==> src/hdl/flash_seq_pkg.sv <==
/*
  Constants shared by the flash sequencer: latency figures, boundary
  geometry, command codes and embedded-operation timing.
  Assumes a 200 MHz MCLK; long times are scaled by module parameters.
*/
package flash_seq_pkg;
  localparam int CLK_MHZ = 200;
  localparam int CLK_NS = 5;
  localparam int WAIT_FIELD_LSB = 12;
  localparam int WAIT_FIELD_W = 2;
  localparam int BASE_LATENCY = 4;
  localparam int BOUNDARY_EXTRA = 2;
  localparam int BOUNDARY_WORDS = 64;
  localparam int BOUNDARY_BITS = $clog2(BOUNDARY_WORDS);
  localparam int ADDR_W = 22;
  localparam int DATA_W = 16;
  localparam logic [DATA_W-1:0] ZERO_WORD = 16'h0000;
  localparam logic [DATA_W-1:0] ERASED_WORD = 16'hffff;
  localparam logic [7:0] CMD_UNLOCK1 = 8'haa;
  localparam logic [7:0] CMD_UNLOCK2 = 8'h55;
  localparam logic [7:0] CMD_ERASE_SETUP = 8'h80;
  localparam logic [7:0] CMD_CHIP_ERASE = 8'h10;
  localparam logic [7:0] CMD_BYPASS_ENTER = 8'h20;
  localparam logic [7:0] CMD_BYPASS_EXIT1 = 8'h90;
  localparam logic [7:0] CMD_BYPASS_EXIT2 = 8'h00;
  localparam logic [7:0] CMD_RESET = 8'hf0;
  localparam logic [7:0] CMD_CONFIG = 8'hc0;
  // Erase-phase timing in microseconds, typical and worst for a small sector
  localparam int SMALL_ERASE_TYP_US = 300000;
  localparam int SMALL_ERASE_MAX_US = 5000000;
  // Whole-array programming figures in seconds
  localparam int CHIP_PROG_TYP_S = 48;
  localparam int CHIP_PROG_MAX_S = 144;
  localparam int CHIP_PROG_ACC_TYP_S = 16;
  localparam int CHIP_PROG_ACC_MAX_S = 48;
  localparam int WORD_PROG_TYP_NS = 11500;
  localparam int WORD_PROG_ACC_TYP_NS = 4000;
  localparam int WORD_PROG_CYC = (WORD_PROG_TYP_NS + CLK_NS - 1) / CLK_NS;
  localparam int WORD_PROG_ACC_CYC = (WORD_PROG_ACC_TYP_NS + CLK_NS - 1) / CLK_NS;
  localparam longint SMALL_ERASE_CYC = longint'(SMALL_ERASE_TYP_US) * CLK_MHZ;
endpackage

==> src/hdl/flash_seq.sv <==
/*
  Burst latency control and embedded erase sequencer of a burst NOR flash.
  Assumes the command interpreter presents decoded write cycles on WR_*
  and the burst engine requests latency via BURST_START and BURST_ADVANCE.
*/
`timescale 1ns/10ps
`default_nettype none
// What this block does
// - The two-bit wait field from the upper address bits gives counts 0..3, total initial latency is that count plus four.
// - An embedded erase first programs every word of the region to zero and then erases it.
// - A burst that crosses an address boundary gets three extra clocks of latency at any frequency.
// - In unlock bypass mode chip erase is accepted as a two-write sequence.
// - A small sector erase takes typically 0.3 s and at most 5 s, excluding preprogramming.
// - Whole-array programming without acceleration takes typically 48 s and at most 144 s.
// - Whole-array programming with acceleration takes typically 16 s and at most 48 s.
// - On a 64-word boundary the device inserts latency and holds ready low during it.
module flash_seq
  import flash_seq_pkg::*;
#(
  parameter int REGION_WORDS = 4096,
  parameter longint ERASE_CYCLES = SMALL_ERASE_CYC,
  parameter int PROG_CYCLES = WORD_PROG_CYC,
  parameter int PROG_ACC_CYCLES = WORD_PROG_ACC_CYC
) (
  input wire logic MCLK,
  input wire logic SRST,
  input wire logic WR_STROBE,
  input wire logic [ADDR_W-1:0] WR_ADDR,
  input wire logic [7:0] WR_DATA,
  input wire logic BURST_START,
  input wire logic BURST_ADVANCE,
  input wire logic [ADDR_W-1:0] BURST_ADDR,
  input wire logic ACCEL_PIN,
  output logic READY,
  output logic BUSY,
  output logic DONE_PULSE,
  output logic [ADDR_W-1:0] ARRAY_ADDR,
  output logic [DATA_W-1:0] ARRAY_DATA,
  output logic ARRAY_WRITE
);

  // Operation and command states
  typedef enum {S_IDLE, S_PREPROG, S_ERASE, S_DONE} op_state_type;
  typedef enum {C_IDLE, C_U1, C_U2, C_SETUP, C_SU1, C_SU2, C_BYPASS, C_BSETUP} cmd_state_type;

  // Boundary test used by the advance path, in both the counter and ready
  // Only the low address bits matter; the block size is a power of two
  function automatic logic at_boundary(input logic [ADDR_W-1:0] a);
    return a[BOUNDARY_BITS-1:0] == '0;
  endfunction

  ////////////////////////////////////////////////////////////////////////////
  // Acceleration pin synchroniser, three stages, change on agreement
  // The supply pin is asynchronous; two agreeing stages filter one bad sample
  logic acc_s1_r, acc_s2_r, acc_s3_r, acc_r;
  always_ff @(posedge MCLK) begin
    if (SRST) begin
      acc_s1_r <= 1'b0;
      acc_s2_r <= 1'b0;
      acc_s3_r <= 1'b0;
      acc_r <= 1'b0;
    end else begin
      acc_s1_r <= ACCEL_PIN;
      acc_s2_r <= acc_s1_r;
      acc_s3_r <= acc_s2_r;
      // Otherwise the last agreed level is held
      if (acc_s2_r == acc_s3_r) begin
        acc_r <= acc_s3_r;
      end
    end
  end

  ////////////////////////////////////////////////////////////////////////////
  // Wait field capture; kept until rewritten or reset
  // Only the config code latches, so a stray write leaves burst timing alone
  logic [WAIT_FIELD_W-1:0] wait_r;
  always_ff @(posedge MCLK) begin
    if (SRST) begin
      wait_r <= '0;
    end else if (WR_STROBE && WR_DATA == CMD_CONFIG) begin
      wait_r <= WR_ADDR[WAIT_FIELD_LSB +: WAIT_FIELD_W];
    end
  end

  ////////////////////////////////////////////////////////////////////////////
  // Latency counter: ready stays low while it runs
  logic [3:0] lat_r;
  always_ff @(posedge MCLK) begin
    if (SRST) begin
      lat_r <= '0;
    end else if (BURST_START) begin
      // The start cycle itself is the first low clock, so the counter owes one less
      lat_r <= 4'(BASE_LATENCY - 1) + 4'(wait_r);
    end else if (BURST_ADVANCE && lat_r == '0 && at_boundary(BURST_ADDR)) begin
      lat_r <= 4'(BOUNDARY_EXTRA);
    end else if (lat_r != '0) begin
      lat_r <= lat_r - 4'd1;
    end
  end
  // Boundary stall shows on ready in the same cycle as the crossing
  // Limitation: a boundary hit while latency is still owed is not stretched
  // further; the pending count already covers it
  assign READY = (lat_r == '0) && !(BURST_ADVANCE && at_boundary(BURST_ADDR)) && !BURST_START;

  ////////////////////////////////////////////////////////////////////////////
  // Command decoder: normal six-write erase or two-write bypass erase
  cmd_state_type cmd_r;
  logic erase_go;
  // Erase start is decoded combinationally so busy rises on the very next edge
  always_comb begin
    erase_go = 1'b0;
    if (WR_STROBE && WR_DATA == CMD_CHIP_ERASE) begin
      erase_go = (cmd_r == C_SU2) || (cmd_r == C_BSETUP);
    end
  end
  always_ff @(posedge MCLK) begin
    if (SRST) begin
      cmd_r <= C_IDLE;
    end else if (WR_STROBE) begin
      // Normal path: two unlocks, setup, two unlocks, then the erase code
      // Bypass stays entered after an erase; only the exit code leaves it
      unique case (cmd_r)
        C_IDLE: cmd_r <= (WR_DATA == CMD_UNLOCK1) ? C_U1 : C_IDLE;
        C_U1: cmd_r <= (WR_DATA == CMD_UNLOCK2) ? C_U2 : C_IDLE;
        C_U2: begin
          if (WR_DATA == CMD_ERASE_SETUP) begin
            cmd_r <= C_SETUP;
          end else if (WR_DATA == CMD_BYPASS_ENTER) begin
            cmd_r <= C_BYPASS;
          end else begin
            cmd_r <= C_IDLE;
          end
        end
        C_SETUP: cmd_r <= (WR_DATA == CMD_UNLOCK1) ? C_SU1 : C_IDLE;
        C_SU1: cmd_r <= (WR_DATA == CMD_UNLOCK2) ? C_SU2 : C_IDLE;
        C_SU2: cmd_r <= C_IDLE;
        C_BYPASS: begin
          if (WR_DATA == CMD_ERASE_SETUP) begin
            cmd_r <= C_BSETUP;
          end else if (WR_DATA == CMD_BYPASS_EXIT1) begin
            cmd_r <= C_IDLE;
          end else begin
            cmd_r <= C_BYPASS;
          end
        end
        C_BSETUP: cmd_r <= C_BYPASS;
      endcase
    end
  end

  ////////////////////////////////////////////////////////////////////////////
  // Embedded erase: zero every word, then erase, busy throughout
  // 64-bit timer: the real erase figure runs to tens of millions of cycles
  // Trade-off: the typical erase time is used; the worst case is the caller's timeout
  op_state_type op_r;
  logic [ADDR_W-1:0] word_r;
  logic [63:0] tmr_r;
  logic [63:0] prog_len;
  assign prog_len = acc_r ? 64'(PROG_ACC_CYCLES) : 64'(PROG_CYCLES);
  always_ff @(posedge MCLK) begin
    if (SRST) begin
      op_r <= S_IDLE;
      word_r <= '0;
      tmr_r <= '0;
    end else begin
      unique case (op_r)
        S_IDLE: if (erase_go) begin
          op_r <= S_PREPROG;
          word_r <= '0;
          tmr_r <= '0;
        end
        S_PREPROG: begin
          // Each word gets a full program slot; its strobe goes out at slot start
          if (tmr_r + 64'd1 >= prog_len) begin
            tmr_r <= '0;
            if (word_r == ADDR_W'(REGION_WORDS - 1)) begin
              op_r <= S_ERASE;
              word_r <= '0;
            end else begin
              word_r <= word_r + 1'b1;
            end
          end else begin
            tmr_r <= tmr_r + 64'd1;
          end
        end
        S_ERASE: begin
          if (tmr_r + 64'd1 >= 64'(ERASE_CYCLES)) begin
            op_r <= S_DONE;
          end else begin
            tmr_r <= tmr_r + 64'd1;
          end
        end
        // One state between erases lets the done pulse rise in the cycle busy falls
        S_DONE: op_r <= S_IDLE;
      endcase
    end
  end

  // Array write strobes: one per word in the preprogram phase only
  // Address and data are registered every cycle; only the strobe says when they count
  always_ff @(posedge MCLK) begin
    if (SRST) begin
      ARRAY_WRITE <= 1'b0;
      ARRAY_ADDR <= '0;
      ARRAY_DATA <= '0;
      BUSY <= 1'b0;
      DONE_PULSE <= 1'b0;
    end else begin
      ARRAY_WRITE <= (op_r == S_PREPROG) && (tmr_r == '0);
      ARRAY_ADDR <= word_r;
      ARRAY_DATA <= (op_r == S_ERASE) ? ERASED_WORD : ZERO_WORD;
      // An erase code written while an erase still runs is dropped, so busy must not echo it
      BUSY <= (erase_go && op_r == S_IDLE) || op_r == S_PREPROG || op_r == S_ERASE;
      DONE_PULSE <= (op_r == S_DONE);
    end
  end

endmodule
`default_nettype wire

==> config.mk <==
export PLATFORM = sky130hd
export DESIGN_NAME = flash_seq
export DESIGN_NICKNAME = d
export VERILOG_FILES = /design/src/hdl/flash_seq_pkg.sv /design/src/hdl/flash_seq.sv
export SDC_FILE = /design/constraint.sdc
export NUM_CORES = 1
export LEC_CHECK = 0
export ABC_AREA = 0
export ABC_CLOCK_PERIOD_IN_PS = 5900
export BUFFER_PORTS_ARGS = -buffer_cell sky130_fd_sc_hd__buf_2
export CORE_AREA = 2 2 113 115
export DETAILED_ROUTE_END_ITERATION = 6
export DIE_AREA = 0 0 115 117
export PLACE_DENSITY_LB_ADDON = 0.2
export RECOVER_POWER = 25
export SLEW_MARGIN = 20
export SYNTH_ARGS = -nofsm -noshare
export SYNTH_HDL_FRONTEND = slang
export SYNTH_SLANG_ARGS = --single-unit
==> constraint.sdc <==
create_clock -name MCLK -period 5.9 [get_ports MCLK]
set_input_delay 1.18 -clock MCLK [delete_from_list [all_inputs] [get_ports MCLK]]
set_output_delay 1.18 -clock MCLK [all_outputs]
set_load 0.03 [all_outputs]
==> results.md, run 1 <==
- Status: finished with violations
- Violated checks: capacitance limit, slew limit
- Vias: 6525
- Antenna violations before repair: 0
- Layout cell share with drive strength beyond 1: 11.3%
- Int Pwr: 1.63 mW
- Total Routed Length: 17000 um
- Maximum level of the CTS H-tree: 4
- Part of the total power dissipated in the clock network: 55.3%
- Combinational cell fraction of total power: 2.6%
- Xor and xnor area share after synthesis: 4.27%
- Number of nets in the layout: 969
- Worst setup timing slack at the placement stage: 1.19 ns
- Post-CTS clock slew at the launch and capture registers of the worst setup and hold paths: 0.06 ns
- Share of the synthesized area in compound gates (AO/OA/AOI/OAI): 12.7%
- Count of buffers inserted at the top-level ports: 63
- Final cycle utilization of the critical path: 80.6%
- DRC errors left: 0
- Slew of the pin with the lowest slew margin: 2.68 ns
- Highest clock frequency the design can meet: 0.210 GHz
- Arrival time worst endpoint: 5.13 ns
- Highest net fanout along the worst path: 17
- Switching power summed over all nets: 0.419 mW
- Worst Setup Path Type: register to register
- Antenna diodes: 0
- Syn Inst Count: 867
- Worst path top cell family by delay: simple AND/OR/NAND/NOR gates
- Clock tree from TritonCTS: done
- Routed Antenna Nets: 0
- Clk sinks: 127
- Worst-case register-to-register setup slack: 1.14 ns
- Core Util, Final: 63.7%
- Skew final: 0.0109 ns
- Vias per cell: 6.20
- Crit path top cell by count: sky130_fd_sc_hd__nand3_1
- Number of slew-limit violations in the final report: 64
- Number of warning messages in the yosys log: 0
- Number of buffers between clock root and the deepest sink: 2
- Distinct cells, synth: 66
- Routability cong.: 0.913
- Leak pwr: 3.05 nW
- Non-filler cells in the finished layout: 1053
- Drt first-iter violations: 546
- Average instance area after synthesis: 8.05 um2
- Global-route usage over all layers: 26.2%
- Critical Path Max Stage Delay: 0.82 ns
- Post-synth net total: 944
- CTS root buffer: sky130_fd_sc_hd__clkbuf_16
- Count of placed standard cells including taps: 1023
- Count of boundary I/O pins: 100
- Post-cts sizing count: 0
- Maximum number of pins on one net before global-route repair: 64
- Postcts setup bufs: 0
- Final total negative setup slack: 0 ns
- Synthesized-area fraction occupied by and/or/nand/nor cells: 36.0%
- Clock latency reported for the late side of the worst-skew pair: 0.43 ns
- Max transition margin: -79.0%
- Number of hold buffers added after CTS: 0
- Horizontal die dimension: 115 um
- Critical path buffer and inverter count: 0
- Sequential share of power: 42.2%
- Most frequent standard cell in the layout excluding fill and tap cells: sky130_fd_sc_hd__dfxtp_1
- Clock buffer count from CTS: 17
- Async set or reset register ratio after synthesis: 0%
- Area added between synthesis and finish: 12.4%
- Total power density per cell area: 262 nW/um2
- Data required time at the worst endpoint: 6.27 ns
- Final number of setup-violating endpoints: 0
- Number of enable flip-flop cells after synthesis: 0
- Area of the core region: 12300 um2
- Commonest non-fill, non-tap cells in the layout: sky130_fd_sc_hd__dfxtp_1, sky130_fd_sc_hd__nand2_1, sky130_fd_sc_hd__nand3_1
- Cell row count: 41
- Synthesized-area fraction occupied by adder cells: 3.41%
- Slowest library cell on the worst path: sky130_fd_sc_hd__or4b_1
- Cell breakdown of the critical path: ha_1 -> nand3_1 -> or4_1 -> nor3_1 -> xor2_1 -> o31ai_1 -> o21ai_0 -> nor4_1 -> nor2_1 -> or4b_1 -> or3_1 -> nand3_1
- Switching share of power: 20.4%
- Multiplexer share of the synthesized area: 1.43%
- Post-synthesis sequential area ratio: 36.4%
- Flops & latches, synth: 127
- Detailed placement HPWL: 12000 um
- CP Launch Type: register
- Number of global-route vias before repair: 5933
- Largest family of logic cells by synthesized area: simple AND/OR/NAND/NOR gates
- Cell area after synthesis: 6980 um2
- Sort of element at the end of the critical path: register
- Max Cap Viol: 1
- Grt ovf: 0
- Filler Cells Inserted: 1070
- Final Hold Fails: 0
- Starting utilization of the core area: 56.7%
- Minimum period implied by the final worst setup slack: 4.76 ns
- Total die area: 13500 um2
- Max rail drop VDD: 0.148 mV
- Class of the most critical hold timing path: register to register
- Setup repair after global routing missed its margin: false
- Die H: 117 um
- Mean routed wirelength per cell: 16.1 um
- Final Worst Setup Slack: 1.14 ns
- Global-route wire length before repair: 28200 um
- Length of the first detailed-routing pass in iterations: 6
- Primary flip-flop cell chosen by synthesis mapping: sky130_fd_sc_hd__dfxtp_1
==> synthesized netlist by cell type (all sizes together) (2+ instances only) <==
| master | n | area share [%] |
|---|---|---|
| a311oi | 3 | 0.38 |
| clkbuf | 37 | 2.1 |
| nor2 | 67 | 3.6 |
| dfxtp | 127 | 36 |
| mux2i | 10 | 1.4 |
| a22o | 7 | 0.88 |
| or2 | 5 | 0.45 |
| or3 | 20 | 1.8 |
| inv | 24 | 1.3 |
| a211oi | 6 | 0.65 |
| nand3 | 69 | 4.9 |
| nand2b | 8 | 0.72 |
| and4 | 9 | 1.1 |
| nand3b | 5 | 0.54 |
| a221oi | 3 | 0.47 |
| buf | 27 | 2.5 |
| o21ai | 32 | 2.3 |
| a32o | 11 | 1.6 |
| a21o | 8 | 0.86 |
| nor2b | 28 | 2.5 |
| o211ai | 2 | 0.21 |
| nor3 | 24 | 1.8 |
| and2 | 45 | 4.0 |
| xnor2 | 22 | 2.8 |
| or4 | 5 | 0.59 |
| nand2 | 75 | 4.1 |
| nor4 | 35 | 3.1 |
| nand4b | 6 | 0.75 |
| a21oi | 24 | 1.7 |
| or4b | 3 | 0.43 |
| a31oi | 10 | 0.90 |
| and3 | 25 | 2.2 |
| o31ai | 4 | 0.43 |
| nor4b | 2 | 0.43 |
| o21a | 3 | 0.32 |
| a41oi | 4 | 0.50 |
| nand4 | 27 | 2.5 |
| ha | 19 | 3.4 |
| xor2 | 12 | 1.5 |
==> logic make-up (layout without fill, tap and decap cells) <==
group,Yosys count,in the layout
fa+ha+maj,19,19
buf+inv,88,124
mux,10,10
xor+xnor,34,34
simple gates,460,460
compound gates,129,129
flops,127,127
==> final timing paths <==
kind                               from                endpoint  depth (start not counted)
hold reg to reg     acc_s1_r$_SDFF_PP0_     acc_s2_r$_SDFF_PP0_                          1
setup / recovery  tmr_r[0]$_SDFFE_PP0P_  tmr_r[17]$_SDFFE_PP0P_                         12
setup reg to reg  tmr_r[0]$_SDFFE_PP0P_  tmr_r[17]$_SDFFE_PP0P_                         12
hold / removal      acc_s1_r$_SDFF_PP0_     acc_s2_r$_SDFF_PP0_                          1
==> layer usage <==
metal	track usage, %	up-vias	routed length, um
met5	0	-	0
met2	41.6	244	7790
met4	12.2	0	548
met3	6.28	50	1040
met1	34.0	3056	7590
li1	-	3175	-
==> power by group through the flow <==
stage | logic, mW | registers [mW] | clock network (mW)
after floorplan | 0.0348 | 0.882 | 0
after global placement | 0.0482 | 0.884 | 0
after detailed placement | 0.0516 | 0.884 | 0
after CTS | 0.0522 | 0.865 | 1.15
after global routing | 0.0597 | 0.866 | 1.19
final | 0.0528 | 0.866 | 1.13
==> through the flow <==
step | hold slack [ns] | power (mW) | instance area (um2)
after floorplan | 0.414 | 0.917 | 6980
after global placement | 0.429 | 0.932 | 7230
after detailed placement | 0.432 | 0.935 | 7230
after CTS | 0.451 | 2.07 | 7870
after global routing | 0.456 | 2.12 | 7850
final | 0.442 | 2.05 | 7850
==> sequential cells by signal, indices dropped and copies added, names as in the netlist <==
signal	cells
wait_r	2
DONE_PULSE	1
acc_r	1
ARRAY_ADDR	22
acc_s2_r	1
op_r	2
lat_r	4
ARRAY_WRITE	1
acc_s3_r	1
cmd_r	3
word_r	22
tmr_r	64
ARRAY_DATA	1
BUSY	1
acc_s1_r	1
==> area by class of cell <==
type / count / area (um2) / share of cell area, %
timing repair buffer: 70 / 350 / 4.46
clock inverter: 11 / 189 / 2.41
sequential: 127 / 2540 / 32.4
tap: 150 / 188 / 2.39
clock buffer: 19 / 443 / 5.64
multi-input combinational: 652 / 4050 / 51.5
inverter: 24 / 90.1 / 1.15
Note: power is estimated with default switching activity, not from simulation.
==> run 2, diff against run 1 <==
Settings changed: ABC_CLOCK_PERIOD_IN_PS 5900 to 4700.
Clock period 5.9 ns to 4.7 ns, I/O delays scaled along.
==> results.md, run 2 (synthesis results as in run 1) <==
- Layout cell share with drive strength beyond 1: 13.3% (was 11.3%)
- Max FFs per register: 64 (unchanged)
- Final total negative setup slack: 0 ns (unchanged)
- Drt first-iter violations: 668 (was 546)
- Cell row count: 41 (unchanged)
- Number of global-route vias before repair: 5824 (was 5933)
- Start point of the worst min-delay path: acc_s3_r$_SDFF_PP0_ (was acc_s1_r$_SDFF_PP0_)
- Final cycle utilization of the critical path: 94.0% (was 80.6%)
- Biggest regs: tmr_r (64), ARRAY_ADDR (22), word_r (22) (unchanged)
- Vias per cell: 5.98 (was 6.20)
- Critical Path Max Stage Delay: 0.68 ns (was 0.82 ns)
- Minimum period implied by the final worst setup slack: 4.42 ns (was 4.76 ns)
- Startpoint of the lowest-slack register-to-register path: tmr_r[0]$_SDFFE_PP0P_ (unchanged)
- Starting utilization of the core area: 56.7% (unchanged)
- Final Hold Fails: 0 (unchanged)
- Global-route wire length before repair: 28200 um (unchanged)
- Number of slew-limit violations in the final report: 64 (unchanged)
- Hold Path Cell Cnt: 2 (was 1)
- Slowest library cell on the worst path: sky130_fd_sc_hd__or4b_4 (was sky130_fd_sc_hd__or4b_1)
- Highest net fanout along the worst path: 13 (was 17)
- Class of the most critical hold timing path: register to register (unchanged)
- Arrival time worst endpoint: 4.77 ns (was 5.13 ns)
- Area added between synthesis and finish: 13.8% (was 12.4%)
- Mean routed wirelength per cell: 16.1 um (about the same)
- CTS root buffer: sky130_fd_sc_hd__clkbuf_16 (unchanged)
- Post-CTS clock slew at the launch and capture registers of the worst setup and hold paths: 0.06 ns (about the same)
- Maximum level of the CTS H-tree: 4 (unchanged)
- Detailed placement HPWL: 12300 um (was 12000 um)
- Total Routed Length: 17300 um (was 17000 um)
- Grt ovf: 0 (unchanged)
- Sort of element at the end of the critical path: register (unchanged)
- Worst Reg2Reg Path Length in Cells: 11 (was 12)
- Setup repair after global routing missed its margin: false (unchanged)
- Data required time at the worst endpoint: 5.05 ns (was 6.27 ns)
- Worst-case register-to-register setup slack: 0.28 ns (was 1.14 ns)
- Length of the first detailed-routing pass in iterations: 5 (was 6)
- Reg with most FFs: tmr_r (unchanged)
- Clk sinks: 127 (unchanged)
- Antenna violations before repair: 0 (unchanged)
- Most frequent standard cell in the layout excluding fill and tap cells: sky130_fd_sc_hd__dfxtp_1 (unchanged)
- Postcts setup bufs: 0 (unchanged)
- Global-route usage over all layers: 26.4% (was 26.2%)
- Status: finished with violations (unchanged)
- Area of the core region: 12300 um2 (unchanged)
- Endpoint of the worst-slack reg-to-reg timing path: tmr_r[13]$_SDFFE_PP0P_ (was tmr_r[17]$_SDFFE_PP0P_)
- Highest clock frequency the design can meet: 0.226 GHz (was 0.210 GHz)
- Horizontal die dimension: 115 um (unchanged)
- Core Util, Final: 64.6% (was 63.7%)
- Commonest non-fill, non-tap cells in the layout: sky130_fd_sc_hd__dfxtp_1, sky130_fd_sc_hd__nand2_1, sky130_fd_sc_hd__nand3_1 (unchanged)
- Worst setup timing slack at the placement stage: 0.150 ns (was 1.19 ns)
- Slew of the pin with the lowest slew margin: 2.65 ns (was 2.68 ns)
- Cell breakdown of the critical path: ha_1 -> nand3_1 -> or4_1 -> or4_4 -> or3_1 -> a221oi_2 -> and4b_4 -> nand2_2 -> or4b_4 -> or3_1 -> nand3_1 (was ha_1 -> nand3_1 -> or4_1 -> nor3_1 -> xor2_1 -> o31ai_1 -> o21ai_0 -> nor4_1 -> nor2_1 -> or4b_1 -> or3_1 -> nand3_1)
- Die H: 117 um (unchanged)
- Leak pwr: 3.12 nW (was 3.05 nW)
- Count of boundary I/O pins: 100 (unchanged)
- Worst Hold Path EP: acc_r$_SDFFE_PP0N_ (was acc_s2_r$_SDFF_PP0_)
- Violated checks: capacitance limit, slew limit (unchanged)
- Clock tree from TritonCTS: done (unchanged)
- Number of nets in the layout: 986 (was 969)
- Final Worst Setup Slack: 0.281 ns (was 1.14 ns)
- Routed Antenna Nets: 0 (unchanged)
- Final number of setup-violating endpoints: 0 (unchanged)
- Maximum number of pins on one net before global-route repair: 64 (unchanged)
- Total die area: 13500 um2 (unchanged)
- Clock buffer count from CTS: 17 (unchanged)
- Vias: 6407 (was 6525)
- Total power density per cell area: 308 nW/um2 (was 262 nW/um2)
- DRC errors left: 0 (unchanged)
- Antenna diodes: 0 (unchanged)
- Worst Setup Path Type: register to register (unchanged)
- Routability cong.: 0.914 (was 0.913)
- Count of buffers inserted at the top-level ports: 63 (unchanged)
- Number of buffers between clock root and the deepest sink: 2 (unchanged)
- Max rail drop VDD: 0.278 mV (was 0.148 mV)
- Max transition margin: -76.9% (was -79.0%)
- Skew final: 0.0212 ns (was 0.0109 ns)
- Max Cap Viol: 1 (unchanged)
- CP Launch Type: register (unchanged)
- Clock latency reported for the late side of the worst-skew pair: 0.43 ns (about the same)
==> run 2: cell types whose count changed in the layout (fill, tap and decap cells not counted), moves of 2 or more <==
| cell | previous run | this run |
|---|---|---|
| sky130_fd_sc_hd__buf_4 | 6 | 22 |
| sky130_fd_sc_hd__bufinv_16 | 5 | 1 |
| sky130_fd_sc_hd__clkinv_2 | 3 | 0 |
| sky130_fd_sc_hd__clkinv_4 | 0 | 2 |
| sky130_fd_sc_hd__clkinvlp_4 | 2 | 4 |
| sky130_fd_sc_hd__inv_6 | 1 | 3 |
| sky130_fd_sc_hd__inv_8 | 0 | 4 |
==> run 2: worst max-delay path by stage <==
stage / from / to / slack [ns] / cells after the start
after floorplan: tmr_r[0]$_SDFFE_PP0P_ / tmr_r[24]$_SDFFE_PP0P_ / 0.59 / 14
after global placement: tmr_r[0]$_SDFFE_PP0P_ / tmr_r[17]$_SDFFE_PP0P_ / 0.25 / 11
after detailed placement: tmr_r[0]$_SDFFE_PP0P_ / tmr_r[17]$_SDFFE_PP0P_ / 0.15 / 11
after CTS: tmr_r[0]$_SDFFE_PP0P_ / tmr_r[13]$_SDFFE_PP0P_ / 0.12 / 11
after global routing: tmr_r[0]$_SDFFE_PP0P_ / tmr_r[13]$_SDFFE_PP0P_ / 0.09 / 11
final: tmr_r[0]$_SDFFE_PP0P_ / tmr_r[13]$_SDFFE_PP0P_ / 0.28 / 11
==> run 2: where the power goes <==
group,switching [mW],internal (mW)
logic,0.0417,0.0248
clock network,0.531,0.761
registers,0.00430,1.08
total,0.577,1.87
==> run 2: routing by layer <==
layer | up-vias | global-route usage (%) | part of all wire (%)
li1 | 3211 | - | -
met1 | 2990 | 33.7 | 46
met2 | 181 | 43.9 | 48
met3 | 25 | 6.18 | 4.6
met4 | 0 | 9.80 | 2.2
met5 | - | 0 | 0
==> run 2: repair_timing <==
action | 4_1_cts | 5_1_grt
gates resized for setup | 0 | 1
endpoints found under the setup margin | 0 | 14
hold buffers | 0 | 0
==> run 2: critical path: cells and delay by family (launching register included) <==
family                     cells  cell delay [ns]
adders and majority gates      1             0.27
AOI/OAI and AO/OA              1             0.30
and+or+nand+nor                9             3.37
DFF                            1             0.41
==> run 2: cell type report <==
cell class                      instances  area [um2]
Inverter                               24        90.1
Multi-Input combinational cell        652        4050
Timing Repair Buffer                   87         490
Fill cell                            1090        4360
Tap cell                              150         188
Sequential cell                       127        2540
Clock inverter                         14         149
Clock buffer                           18         439
==> run 2: per-stage QoR <==
stage,cell area (um2),hold slack [ns],total power [mW],cells
6_report,7950,0.468,2.44,1072
5_1_grt,7950,0.474,2.53,1072
4_1_cts,7960,0.473,2.47,1072
3_5_place_dp,7370,0.458,1.18,1040
3_3_place_gp,7370,0.430,1.17,1040
2_1_floorplan,6980,0.414,1.15,867
==> run 3, diff against run 2 <==
Settings changed: ABC_CLOCK_PERIOD_IN_PS 4700 to 5450, CORE_AREA 2 2 113 115 to 2 2 111 113, DIE_AREA 0 0 115 117 to 0 0 113 115, PLACE_DENSITY from default to 0.93, PLACE_DENSITY_LB_ADDON 0.2 to default.
Clock period 4.7 ns to 5.45 ns, I/O delays scaled along.
==> results.md, run 3 (synthesis results as in run 1) <==
- Total die area: 13000 um2 (was 13500 um2)
- Postcts setup bufs: 0 (unchanged)
- Status: finished with violations (unchanged)
- Data required time at the worst endpoint: 5.81 ns (was 5.05 ns)
- Setup repair after global routing missed its margin: false (unchanged)
- Mean routed wirelength per cell: 15.8 um (was 16.1 um)
- Class of the most critical hold timing path: register to register (unchanged)
- Final Hold Fails: 0 (unchanged)
- Die H: 115 um (was 117 um)
- Number of nets in the layout: 969 (was 986)
- CP Launch Type: register (unchanged)
- Final total negative setup slack: 0 ns (unchanged)
- Final cycle utilization of the critical path: 92.7% (was 94.0%)
- Arrival time worst endpoint: 5.41 ns (was 4.77 ns)
- Biggest regs: tmr_r (64), ARRAY_ADDR (22), word_r (22) (unchanged)
- Length of the first detailed-routing pass in iterations: 7 (was 5)
- Antenna diodes: 0 (unchanged)
- Filler Cells Inserted: 947 (was 1090)
- Count of buffers inserted at the top-level ports: 63 (unchanged)
- Antenna violations before repair: 0 (unchanged)
- Final number of setup-violating endpoints: 0 (unchanged)
- Global-route usage over all layers: 26.0% (was 26.4%)
- Horizontal die dimension: 113 um (was 115 um)
- Layout cell share with drive strength beyond 1: 11.5% (was 13.3%)
- Reg with most FFs: tmr_r (unchanged)
- Most frequent standard cell in the layout excluding fill and tap cells: sky130_fd_sc_hd__dfxtp_1 (unchanged)
- Skew final: 0.0117 ns (was 0.0212 ns)
- Vias: 6569 (was 6407)
- Maximum number of pins on one net before global-route repair: 47 (was 64)
- Max rail drop VDD: 0.234 mV (was 0.278 mV)
- Post-CTS clock slew at the launch and capture registers of the worst setup and hold paths: 0.06 ns (about the same)
- Clock tree from TritonCTS: done (unchanged)
- Post-cts sizing count: 0 (unchanged)
- Clk sinks: 127 (unchanged)
- DRC errors left: 9 (was 0)
- Area of the core region: 11800 um2 (was 12300 um2)
- Routability cong.: 0.976 (was 0.914)
- Highest clock frequency the design can meet: 0.198 GHz (was 0.226 GHz)
- Leak pwr: 3.02 nW (was 3.12 nW)
- Count of boundary I/O pins: 100 (unchanged)
- Starting utilization of the core area: 59.1% (was 56.7%)
- Vias per cell: 6.24 (was 5.98)
- Drt first-iter violations: 724 (was 668)
- Highest net fanout along the worst path: 17 (was 13)
- Commonest non-fill, non-tap cells in the layout: sky130_fd_sc_hd__dfxtp_1, sky130_fd_sc_hd__nand2_1, sky130_fd_sc_hd__nand3_1 (unchanged)
- Minimum period implied by the final worst setup slack: 5.05 ns (was 4.42 ns)
- Number of global-route vias before repair: 5976 (was 5824)
- Number of hold buffers added after CTS: 0 (unchanged)
- Max transition margin: -2.00% (was -76.9%)
- Global-route wire length before repair: 27500 um (was 28200 um)
- Maximum level of the CTS H-tree: 4 (unchanged)
- Core Util, Final: 65.9% (was 64.6%)
- Total power density per cell area: 265 nW/um2 (was 308 nW/um2)
- Slew of the pin with the lowest slew margin: 1.53 ns (was 2.65 ns)
- Area added between synthesis and finish: 11.5% (was 13.8%)
- Grt ovf: 0 (unchanged)
- Total Routed Length: 16600 um (was 17300 um)
- Detailed placement HPWL: 11500 um (was 12300 um)
- Max Cap Viol: 1 (unchanged)
- Violated checks: DRC, capacitance limit, slew limit (was capacitance limit, slew limit)
- Number of slew-limit violations in the final report: 37 (was 64)
- Worst Setup Path Type: register to register (unchanged)
- Routed Antenna Nets: 0 (unchanged)
- Clock latency reported for the late side of the worst-skew pair: 0.43 ns (about the same)
- Number of buffers between clock root and the deepest sink: 2 (unchanged)
- Max FFs per register: 64 (unchanged)
- Clock buffer count from CTS: 17 (unchanged)
- Sort of element at the end of the critical path: register (unchanged)
- Cell row count: 40 (was 41)
- CTS root buffer: sky130_fd_sc_hd__clkbuf_16 (unchanged)
run 3: cell count changes in the layout (fill, tap and decap cells not counted):
cell                       previous run  this run
sky130_fd_sc_hd__clkbuf_8             1         0
sky130_fd_sc_hd__clkinv_4             2         3
sky130_fd_sc_hd__or4b_4               1         0
sky130_fd_sc_hd__clkbuf_1            12        13
sky130_fd_sc_hd__inv_8                4         1
sky130_fd_sc_hd__buf_4               22         5
sky130_fd_sc_hd__or4b_1               1         2
sky130_fd_sc_hd__clkinv_2             0         2
run 3: cell type report:
class                           count  area [um2]  share of cell area, %
Multi-Input combinational cell    652        4050                   51.9
Clock buffer                       18         429                   5.51
Tap cell                          147         184                   2.36
Clock inverter                     14         134                   1.72
Timing Repair Buffer               70         363                   4.66
Inverter                           24        90.1                   1.16
Sequential cell                   127        2540                   32.6
run 3: final timing paths:
kind	from	end	slack, ns	cells past startpoint
hold reg to reg	acc_s1_r$_SDFF_PP0_	acc_s2_r$_SDFF_PP0_	0.45	1
setup reg to reg	tmr_r[0]$_SDFFE_PP0P_	tmr_r[19]$_SDFFE_PP0P_	0.40	12
hold / removal	acc_s1_r$_SDFF_PP0_	acc_s2_r$_SDFF_PP0_	0.45	1
setup / recovery	tmr_r[0]$_SDFFE_PP0P_	tmr_r[19]$_SDFFE_PP0P_	0.40	12
run 3: worst max-delay path: stages (launching register included):
cell,delay (ns)
sky130_fd_sc_hd__dfxtp_1,0.42
sky130_fd_sc_hd__ha_1,0.27
sky130_fd_sc_hd__nand3_1,0.16
sky130_fd_sc_hd__or4_1,0.69
sky130_fd_sc_hd__nor3_1,0.63
sky130_fd_sc_hd__xor2_1,0.14
sky130_fd_sc_hd__o31ai_1,0.24
sky130_fd_sc_hd__o21ai_0,0.20
sky130_fd_sc_hd__nor4_1,0.66
sky130_fd_sc_hd__nor2_1,0.17
sky130_fd_sc_hd__or4b_1,0.83
sky130_fd_sc_hd__or3_1,0.50
sky130_fd_sc_hd__nand3_1,0.10
run 3: power by group:
part | internal [mW] | total, mW | switching [mW]
combinational | 0.0206 | 0.0567 | 0.0361
clock | 0.633 | 1.07 | 0.438
sequential | 0.933 | 0.936 | 0.00357
total | 1.59 | 2.06 | 0.478
run 3: routing by layer:
metal	global-route usage, %	vias to the layer above	wire [um]
li1	-	3163	-
met1	31.3	3041	6990
met2	43.7	323	7930
met3	6.48	42	1230
met4	12.8	0	449
met5	0	-	0
run 3: metrics by stage:
stage	std cells	area [um2]	total power [mW]	hold WS, ns	setup slack (ns)
after CTS	1052	7800	2.07	0.451	0.529
after global placement	1020	7240	1.01	0.426	0.830
final	1052	7790	2.06	0.445	0.399
after global routing	1052	7790	2.13	0.457	0.178
after floorplan	867	6980	0.993	0.414	1.34
after detailed placement	1020	7240	1.01	0.440	0.660
